[src/pkg/pc_seq_consts.svh]
// named constants for the program counter sequencer
`ifndef PC_SEQ_CONSTS_SVH
`define PC_SEQ_CONSTS_SVH

// datapath widths
`define PC_W 15
`define LOW_W 8
`define LATCH_W 7
`define OPERAND_W 11
`define WORK_W 8
`define PC_RESET 15'h0000
`define LATCH_RESET 7'h00
`define PC_STEP 15'h0001

// absolute call: operand fills the low bits, latch bits fill the page
`define CALL_ABS_W 11
`define CALL_PAGE_LSB 3
`define CALL_PAGE_MSB 6

// register bus
`define AXI_DATA_W 32
`define AXI_ADDR_W 32
`define DEC_MSB 3
`define OFS_PC_LOW 4'h0
`define OFS_PC_LATCH 4'h4
`define OFS_STATUS 4'h8
`define OFS_CONTROL 4'hC
`define RESP_OKAY 2'h0
`define RESP_SLVERR 2'h2
`define CTRL_HOLD_BIT 0
`define STATUS_OP_LSB 16
`define STATUS_OP_MSB 18

`endif

[src/pkg/pc_seq_pkg.sv]
// types shared by the program counter sequencer modules
`include "pc_seq_consts.svh"

package pc_seq_pkg;

	typedef enum logic [2:0] {
		OP_FETCH,
		OP_WRITE_LOW,
		OP_CALL_ABS,
		OP_CALL_WORKING,
		OP_BRANCH_WORKING,
		OP_BRANCH_SIGNED,
		OP_RETURN
	} pc_op_t;

	typedef struct packed {
		logic valid;
		pc_op_t op;
		logic [`OPERAND_W-1:0] operand;
		logic [`WORK_W-1:0] working;
		logic [`LOW_W-1:0] result;
		logic [`PC_W-1:0] ret_addr;
	} pc_cmd_t;

	typedef struct packed {
		logic valid;
		logic [`DEC_MSB:0] addr;
		logic [`AXI_DATA_W-1:0] data;
		logic [3:0] strb;
	} wr_req_t;

	typedef struct packed {
		logic aw_held;
		logic w_held;
		logic [`DEC_MSB:0] addr;
		logic [`AXI_DATA_W-1:0] data;
		logic [3:0] strb;
		logic awready;
		logic wready;
	} wr_cap_state_t;

	typedef struct packed {
		logic [`PC_W-1:0] pc;
		logic [`LATCH_W-1:0] latch;
		logic hold;
		pc_op_t last_op;
		logic push_valid;
		logic [`PC_W-1:0] push_addr;
		logic pop_valid;
		logic arready;
		logic rvalid;
		logic [`AXI_DATA_W-1:0] rdata;
		logic [1:0] rresp;
		logic bvalid;
		logic [1:0] bresp;
	} seq_state_t;

endpackage : pc_seq_pkg

[src/rtl/pc_target_calc.sv]
// next program counter value for each instruction kind
`timescale 1ns/1ps
`default_nettype none

module pc_target_calc
	import pc_seq_pkg::*;
(
	// current state
	input wire logic [`PC_W-1:0] pc_in,
	input wire logic [`LATCH_W-1:0] latch_in,
	// instruction
	input wire pc_cmd_t cmd_in,
	// result
	output logic [`PC_W-1:0] next_pc_out,
	output logic push_out,
	output logic pop_out
);

	logic [`PC_W-1:0] pc_plus_one;
	logic [`PC_W-1:0] signed_ofs;

	// branches start from the already advanced address, full-width add
	assign pc_plus_one = pc_in + `PC_STEP;
	assign signed_ofs = {{(`PC_W-`OPERAND_W){cmd_in.operand[`OPERAND_W-1]}}, cmd_in.operand};

	always_comb begin
		next_pc_out = pc_in;
		push_out = 1'b0;
		pop_out = 1'b0;
		unique case (cmd_in.op)
			OP_FETCH: begin
				next_pc_out = pc_plus_one;
			end
			OP_WRITE_LOW: begin
				// result is already the 8-bit sum, so no carry reaches the page
				next_pc_out = {latch_in, cmd_in.result};
			end
			OP_CALL_ABS: begin
				next_pc_out = {latch_in[`CALL_PAGE_MSB:`CALL_PAGE_LSB], cmd_in.operand[`CALL_ABS_W-1:0]};
				push_out = 1'b1;
			end
			OP_CALL_WORKING: begin
				next_pc_out = {latch_in, cmd_in.working};
				push_out = 1'b1;
			end
			OP_BRANCH_WORKING: begin
				next_pc_out = pc_plus_one + {{(`PC_W-`WORK_W){1'b0}}, cmd_in.working};
			end
			OP_BRANCH_SIGNED: begin
				next_pc_out = pc_plus_one + signed_ofs;
			end
			OP_RETURN: begin
				next_pc_out = cmd_in.ret_addr;
				pop_out = 1'b1;
			end
			default: begin
				next_pc_out = pc_in;
			end
		endcase
	end

endmodule : pc_target_calc

`default_nettype wire

[src/rtl/axil_write_capture.sv]
// takes AXI4-Lite write address and data in either order and holds them
`timescale 1ns/1ps
`default_nettype none

module axil_write_capture
	import pc_seq_pkg::*;
(
	// clock and reset
	input wire logic clk_in,
	input wire logic rst_in,
	// AXI4-Lite write address and data
	input wire logic awvalid_in,
	input wire logic [`DEC_MSB:0] awaddr_in,
	input wire logic wvalid_in,
	input wire logic [`AXI_DATA_W-1:0] wdata_in,
	input wire logic [3:0] wstrb_in,
	output logic awready_out,
	output logic wready_out,
	// paired request towards the register file
	output wr_req_t req_out,
	input wire logic consume_in
);

	wr_cap_state_t s_q;
	wr_cap_state_t s_d;

	always_comb begin
		s_d = s_q;
		if (awvalid_in && s_q.awready) begin
			s_d.aw_held = 1'b1;
			s_d.addr = awaddr_in;
		end
		if (wvalid_in && s_q.wready) begin
			s_d.w_held = 1'b1;
			s_d.data = wdata_in;
			s_d.strb = wstrb_in;
		end
		if (consume_in) begin
			s_d.aw_held = 1'b0;
			s_d.w_held = 1'b0;
		end
		// ready only while the slot is empty; holds off a second write
		s_d.awready = !s_d.aw_held;
		s_d.wready = !s_d.w_held;
	end

	always_ff @(posedge clk_in or posedge rst_in) begin
		if (rst_in) begin
			s_q <= '0;
		end else begin
			s_q <= s_d;
		end
	end

	assign awready_out = s_q.awready;
	assign wready_out = s_q.wready;
	assign req_out = '{valid: s_q.aw_held && s_q.w_held, addr: s_q.addr, data: s_q.data, strb: s_q.strb};

endmodule : axil_write_capture

`default_nettype wire

[src/rtl/pc_sequencer.sv]
// program counter sequencer with low-byte register, high latch and AXI4-Lite access
//
// Functional notes
// - 15-bit program counter; low eight bits readable and writable as a register.
// - upper seven bits never accessed directly; set from latch, operand, return address or by carry.
// - any reset clears the whole program counter.
// - writing the low-byte register also copies the high latch into bits 14..8.
// - computed jump adds into the low byte only; no carry into upper bits.
// - absolute call loads bits 10..0 from operand, 14..11 from latch 6..3.
// - call via working loads low byte from working, upper bits from latch.
// - both branches add to the incremented counter across the full width.
// - branch by working loads address plus one plus unsigned working value.
// - signed branch loads address plus one plus sign-extended operand.
// - stack push or pop leaves the high latch unchanged.
`timescale 1ns/1ps
`default_nettype none

module pc_sequencer
	import pc_seq_pkg::*;
(
	// clock and reset
	input wire logic SYS_CLK_IN,
	input wire logic SYS_RST_IN,
	// instruction command port
	input wire logic CMD_VALID_IN,
	input wire logic [2:0] CMD_OP_IN,
	input wire logic [`OPERAND_W-1:0] CMD_OPERAND_IN,
	input wire logic [`WORK_W-1:0] CMD_WORKING_IN,
	input wire logic [`LOW_W-1:0] CMD_RESULT_IN,
	input wire logic [`PC_W-1:0] CMD_RET_ADDR_IN,
	// program counter and stack side
	output logic [`PC_W-1:0] PC_OUT,
	output logic [`LATCH_W-1:0] LATCH_OUT,
	output logic PUSH_VALID_OUT,
	output logic [`PC_W-1:0] PUSH_ADDR_OUT,
	output logic POP_VALID_OUT,
	// AXI4-Lite write address
	input wire logic S_AXI_AWVALID_IN,
	input wire logic [`AXI_ADDR_W-1:0] S_AXI_AWADDR_IN,
	input wire logic [2:0] S_AXI_AWPROT_IN,
	output logic S_AXI_AWREADY_OUT,
	// AXI4-Lite write data
	input wire logic S_AXI_WVALID_IN,
	input wire logic [`AXI_DATA_W-1:0] S_AXI_WDATA_IN,
	input wire logic [3:0] S_AXI_WSTRB_IN,
	output logic S_AXI_WREADY_OUT,
	// AXI4-Lite write response
	output logic S_AXI_BVALID_OUT,
	output logic [1:0] S_AXI_BRESP_OUT,
	input wire logic S_AXI_BREADY_IN,
	// AXI4-Lite read address
	input wire logic S_AXI_ARVALID_IN,
	input wire logic [`AXI_ADDR_W-1:0] S_AXI_ARADDR_IN,
	input wire logic [2:0] S_AXI_ARPROT_IN,
	output logic S_AXI_ARREADY_OUT,
	// AXI4-Lite read data
	output logic S_AXI_RVALID_OUT,
	output logic [`AXI_DATA_W-1:0] S_AXI_RDATA_OUT,
	output logic [1:0] S_AXI_RRESP_OUT,
	input wire logic S_AXI_RREADY_IN
);

	////////////////////////////////////////////////////////////////////////////////
	// declarations

	seq_state_t s_q;
	seq_state_t s_d;
	pc_cmd_t cmd;
	wr_req_t wr_req;
	logic [`PC_W-1:0] calc_pc;
	logic calc_push;
	logic calc_pop;
	logic cmd_take;
	logic wr_apply;
	logic wr_low_hit;
	logic wr_latch_hit;
	logic wr_ctrl_hit;
	logic wr_mapped;
	logic [`DEC_MSB:0] rd_addr;
	logic rd_mapped;
	logic [`AXI_DATA_W-1:0] rd_word;
	logic unused_bits;

	// protection and the upper address bits carry no meaning here
	assign unused_bits = ^{S_AXI_AWPROT_IN, S_AXI_ARPROT_IN,
		S_AXI_AWADDR_IN[`AXI_ADDR_W-1:`DEC_MSB+1], S_AXI_ARADDR_IN[`AXI_ADDR_W-1:`DEC_MSB+1]};

	////////////////////////////////////////////////////////////////////////////////
	// instruction command decode

	always_comb begin
		cmd.valid = CMD_VALID_IN;
		cmd.op = pc_op_t'(CMD_OP_IN);
		cmd.operand = CMD_OPERAND_IN;
		cmd.working = CMD_WORKING_IN;
		cmd.result = CMD_RESULT_IN;
		cmd.ret_addr = CMD_RET_ADDR_IN;
	end

	// a held sequencer ignores plain fetches but still obeys flow changes
	assign cmd_take = cmd.valid && !(s_q.hold && (cmd.op == OP_FETCH));

	pc_target_calc u_pc_target_calc (
		.pc_in(s_q.pc),
		.latch_in(s_q.latch),
		.cmd_in(cmd),
		.next_pc_out(calc_pc),
		.push_out(calc_push),
		.pop_out(calc_pop)
	);

	////////////////////////////////////////////////////////////////////////////////
	// write channel capture

	axil_write_capture u_axil_write_capture (
		.clk_in(SYS_CLK_IN),
		.rst_in(SYS_RST_IN),
		.awvalid_in(S_AXI_AWVALID_IN),
		.awaddr_in(S_AXI_AWADDR_IN[`DEC_MSB:0]),
		.wvalid_in(S_AXI_WVALID_IN),
		.wdata_in(S_AXI_WDATA_IN),
		.wstrb_in(S_AXI_WSTRB_IN),
		.awready_out(S_AXI_AWREADY_OUT),
		.wready_out(S_AXI_WREADY_OUT),
		.req_out(wr_req),
		.consume_in(wr_apply)
	);

	// a bus write waits for a cycle free of instructions, so the core never
	// sees its counter change under two writers at once
	assign wr_apply = wr_req.valid && !CMD_VALID_IN && !s_q.bvalid;
	assign wr_low_hit = (wr_req.addr == `OFS_PC_LOW) && wr_req.strb[0];
	assign wr_latch_hit = (wr_req.addr == `OFS_PC_LATCH) && wr_req.strb[0];
	assign wr_ctrl_hit = (wr_req.addr == `OFS_CONTROL) && wr_req.strb[0];
	assign wr_mapped = (wr_req.addr == `OFS_PC_LOW) || (wr_req.addr == `OFS_PC_LATCH)
		|| (wr_req.addr == `OFS_CONTROL) || (wr_req.addr == `OFS_STATUS);

	////////////////////////////////////////////////////////////////////////////////
	// read decode

	assign rd_addr = S_AXI_ARADDR_IN[`DEC_MSB:0];

	always_comb begin
		rd_word = '0;
		rd_mapped = 1'b1;
		unique case (rd_addr)
			`OFS_PC_LOW: begin
				rd_word[`LOW_W-1:0] = s_q.pc[`LOW_W-1:0];
			end
			`OFS_PC_LATCH: begin
				// the latch, not the live upper counter bits
				rd_word[`LATCH_W-1:0] = s_q.latch;
			end
			`OFS_STATUS: begin
				// low byte only; the upper counter bits stay hidden from software
				rd_word[`LOW_W-1:0] = s_q.pc[`LOW_W-1:0];
				rd_word[`STATUS_OP_MSB:`STATUS_OP_LSB] = s_q.last_op;
			end
			`OFS_CONTROL: begin
				rd_word[`CTRL_HOLD_BIT] = s_q.hold;
			end
			default: begin
				rd_mapped = 1'b0;
			end
		endcase
	end

	////////////////////////////////////////////////////////////////////////////////
	// next state

	always_comb begin
		s_d = s_q;
		s_d.push_valid = 1'b0;
		s_d.pop_valid = 1'b0;

		// instruction flow
		if (cmd_take) begin
			s_d.pc = calc_pc;
			s_d.last_op = cmd.op;
			if (calc_push) begin
				// return address is the instruction after the call
				s_d.push_valid = 1'b1;
				s_d.push_addr = s_q.pc + `PC_STEP;
			end
			// stack traffic never touches the latch
			s_d.pop_valid = calc_pop;
		end

		// software writes
		if (wr_apply) begin
			if (wr_low_hit) begin
				s_d.pc = {s_q.latch, wr_req.data[`LOW_W-1:0]};
				s_d.last_op = OP_WRITE_LOW;
			end
			if (wr_latch_hit) begin
				s_d.latch = wr_req.data[`LATCH_W-1:0];
			end
			if (wr_ctrl_hit) begin
				s_d.hold = wr_req.data[`CTRL_HOLD_BIT];
			end
			s_d.bvalid = 1'b1;
			s_d.bresp = wr_mapped ? `RESP_OKAY : `RESP_SLVERR;
		end else if (s_q.bvalid && S_AXI_BREADY_IN) begin
			s_d.bvalid = 1'b0;
		end

		// reads: one outstanding, data registered
		if (S_AXI_ARVALID_IN && s_q.arready) begin
			s_d.rvalid = 1'b1;
			s_d.rdata = rd_word;
			s_d.rresp = rd_mapped ? `RESP_OKAY : `RESP_SLVERR;
		end else if (s_q.rvalid && S_AXI_RREADY_IN) begin
			s_d.rvalid = 1'b0;
		end
		s_d.arready = !s_d.rvalid;
	end

	////////////////////////////////////////////////////////////////////////////////
	// state register

	always_ff @(posedge SYS_CLK_IN or posedge SYS_RST_IN) begin
		if (SYS_RST_IN) begin
			s_q <= '0;
			s_q.pc <= `PC_RESET;
			s_q.latch <= `LATCH_RESET;
			s_q.last_op <= OP_FETCH;
			s_q.arready <= 1'b1;
		end else begin
			s_q <= s_d;
		end
	end

	////////////////////////////////////////////////////////////////////////////////
	// outputs, all straight from the state register

	assign PC_OUT = s_q.pc;
	assign LATCH_OUT = s_q.latch;
	assign PUSH_VALID_OUT = s_q.push_valid;
	assign PUSH_ADDR_OUT = s_q.push_addr;
	assign POP_VALID_OUT = s_q.pop_valid;
	assign S_AXI_BVALID_OUT = s_q.bvalid;
	assign S_AXI_BRESP_OUT = s_q.bresp;
	assign S_AXI_ARREADY_OUT = s_q.arready;
	assign S_AXI_RVALID_OUT = s_q.rvalid;
	assign S_AXI_RDATA_OUT = s_q.rdata;
	assign S_AXI_RRESP_OUT = s_q.rresp;

endmodule : pc_sequencer

`default_nettype wire

[config.mk]
export PLATFORM = sky130hd
export DESIGN_NAME = pc_sequencer
export DESIGN_NICKNAME = d
export VERILOG_FILES = /design/src/pkg/pc_seq_pkg.sv /design/src/rtl/pc_target_calc.sv /design/src/rtl/axil_write_capture.sv /design/src/rtl/pc_sequencer.sv
export VERILOG_INCLUDE_DIRS = /design/src /design/src/pkg
export SDC_FILE = /design/constraint.sdc
export NUM_CORES = 1
export LEC_CHECK = 0
export BUFFER_PORTS_ARGS = -buffer_cell sky130_fd_sc_hd__buf_2
export CORE_MARGIN = 2
export CORE_UTILIZATION = 45
export DETAILED_ROUTE_END_ITERATION = 10
export PLACE_DENSITY = 0.77
export SYNTH_ARGS = -nofsm -noshare
export SYNTH_HDL_FRONTEND = slang
export SYNTH_HIERARCHICAL = 1
export SYNTH_SLANG_ARGS = --single-unit
[constraint.sdc]
create_clock -name SYS_CLK_IN -period 6.7 [get_ports SYS_CLK_IN]
set_clock_uncertainty 0.1 [all_clocks]
set_input_delay 0.67 -clock SYS_CLK_IN [delete_from_list [all_inputs] [get_ports SYS_CLK_IN]]
set_output_delay 0.67 -clock SYS_CLK_IN [all_outputs]
set_load 0.02 [all_outputs]
==> flow_summary.ini <==
[critical_path]
cp_num_buf_inv = 2
cpPeakStageDelay_ns = 0.46
cp-end-kind = flop
crit_fanout = 27
worstPathCellList = buf_2, inv_2, nor2_4, nand2_1, mux2_1, ha_1, fa_1, a21oi_1, o211ai_1, a21oi_2, o31ai_1, xnor2_1, o22ai_1, mux2_2, mux2_2
path_class = in -> reg
critPathSlowestCell = mux2_1
critical-path-top-delay-family = multiplexers
worst_path_most_repeated_cell = mux2_2
critPathArrivalTime_ns = 4.52
start_kind = input port
cp.required_ns = 6.82

[clocking]
clockBufferDepth = 2
postCtsSetupBuffers = 0
clk_latency_ns = 0.33
numCtsBuffers = 9
cts_root_buffer = clkbuf_16
clkSinkCount = 76
cts_tree = done
postCtsHoldBufs = 0
ctsResizeCount = 0
cts_max_level = 3
clk_pin_slew_ns = 0.06

[timing]
min_period_ns = 4.41
hold_viol_final = 0
finalSetupViolations = 0
fmax_mhz = 227
rsz0062_at_grt = false
relSlewSlack = 0.364
final.period_utilization = 0.658
tns_ns = 0
worst_pin_slew_ns = 0.946
final.setup.worst_slack_ns = 2.29
slew_viol_final = 0

[floorplan]
dieArea_sq_um = 14200
ios = 239
start_util = 0.456
die_w_um = 119
core_area_sq_um = 13100
rows = 42
fp.dieH_um = 119

[grt]
grt_max_degree = 60
grt_pass1_wl_um = 22900
grt_pass1_vias = 4411
gr-total-overflow = 0
grt.total_usage = 0.205
antenna_found_initial = 0

[placed_design]
gp_congestion = 0.948
dpl.cell_count = 833
post-dp-hpwl_um = 10800
dp_slack_ns = 2.00
placed_area_sq_um = 6060
io_buffers = 126

[routing]
drc = 0
drtPass1Iterations = 7
drtIter0Drc = 335
num_vias = 4644
drt-wirelength-per-cell_um = 17.3
wl_um = 14700
ant_nets = 0
vias_per_cell = 5.47

[pwr]
power_leakage_uw = 0.00312
intPower_uw = 1460
power_frac_seq = 0.351
p_sw_frac = 0.420
ir_worst_vdd_mv = 0.225
power_switching_uw = 1060
power.density_nw_per_um2 = 393
power_frac_comb = 0.426
p_clk_frac = 0.223

[cells_and_area]
syn2layout_area_growth_pct = 7.02
drive_above_1_share = 0.330
layout_commonest_cell = buf_2
nets = 844
final_core_util = 0.488
fillerInstances = 1247
mostFrequentLayoutCells = buf_2, dfrtp_1, nand2_1
n_antenna_cell = 0
fin_cells = 849
fin_area_sq_um = 6410

[run_status]
status = complete, no violations

[yosys]
avgSynthCellArea_sq_um = 9.65
yosysWarnings = 6
syn_inst = 620
netlist_area_sq_um = 5990

[run]
maxCapViolCount = 0

[min_path]
hold_path_class = in -> async
==> layout make-up <==
class | count | area, sq um | area share
clock buffers | 9 | 225 | 0.0352
well taps | 176 | 220 | 0.0344
multi-input cells | 430 | 3210 | 0.501
clock inverters | 7 | 121 | 0.0189
flip-flops and latches | 76 | 1900 | 0.297
repair buffers | 127 | 638 | 0.0996
inverters | 24 | 90.1 | 0.0141
==> power groups by stage <==
stage,Combinational (uW),Clock [uW],Sequential (uW)
after CTS,1070,571,878
after detailed placement,1070,0,886
after global routing,1170,597,904
after global placement,1050,0,877
final,1070,562,883
after floorplan,1060,0,765
==> worst paths after layout <==
check / start / slack [ns] / depth (start not counted) / endpoint
worst max-delay path: CMD_OP_IN[2] / 2.29 / 15 / PC_OUT[14]$_DFF_PP0_
worst min-delay path: SYS_RST_IN / 0.33 / 2 / u_axil_write_capture/req_out[5]$_DFFE_PP0P_
worst max register to register: PC_OUT[0]$_DFF_PP0_ / 2.64 / 14 / PC_OUT[14]$_DFF_PP0_
worst min register to register: PUSH_ADDR_OUT[1]$_DFFE_PP0P_ / 0.37 / 2 / PUSH_ADDR_OUT[1]$_DFFE_PP0P_
max in group asynchronous: SYS_RST_IN / 5.55 / 3 / PUSH_ADDR_OUT[5]$_DFFE_PP0P_
min in group SYS_CLK_IN: PUSH_ADDR_OUT[1]$_DFFE_PP0P_ / 0.37 / 2 / PUSH_ADDR_OUT[1]$_DFFE_PP0P_
==> flip-flops by register name (all words and copies together), names as in the netlist <==
name / cells
S_AXI_RRESP_OUT: 1
S_AXI_RVALID_OUT: 1
u_axil_write_capture/req_out: 13
u_axil_write_capture/wready_out: 1
S_AXI_BVALID_OUT: 1
S_AXI_BRESP_OUT: 1
s_q: 4
POP_VALID_OUT: 1
S_AXI_RDATA_OUT: 11
PUSH_VALID_OUT: 1
S_AXI_ARREADY_OUT: 1
LATCH_OUT: 7
PUSH_ADDR_OUT: 15
PC_OUT: 15
u_axil_write_capture/awready_out: 1
u_axil_write_capture/s_q: 2
==> worst register-to-register path, cell delays in order (launching register included) <==
cell      delay (ns)
dfrtp_1         0.79
ha_1            0.40
nand4_2         0.20
nor2_1          0.24
nand4_1         0.15
xnor2_1         0.30
ha_1            0.37
nand2_1         0.09
nor2_1          0.04
a211oi_1        0.29
o31ai_1         0.17
xnor2_1         0.21
o22ai_1         0.09
mux2_2          0.26
mux2_2          0.26
==> layer usage <==
metal  wire length (um)  vias to the layer above  track usage
met4                301                        0       0.0691
met3               1040                       30       0.0378
met5                  0                        -            0
met2               6770                      213        0.324
met1               6580                     2190        0.283
li1                   -                     2211            -
==> metrics by stage <==
| step | total power [uW] | hold WS [ns] |
|---|---|---|
| 2_1_floorplan | 1830 | 0.347 |
| 4_1_cts | 2520 | 0.340 |
| 3_5_place_dp | 1950 | 0.361 |
| 5_1_grt | 2670 | 0.389 |
| 3_3_place_gp | 1930 | 0.354 |
| 6_report | 2520 | 0.329 |
Note: power is estimated with default switching activity, not from simulation.
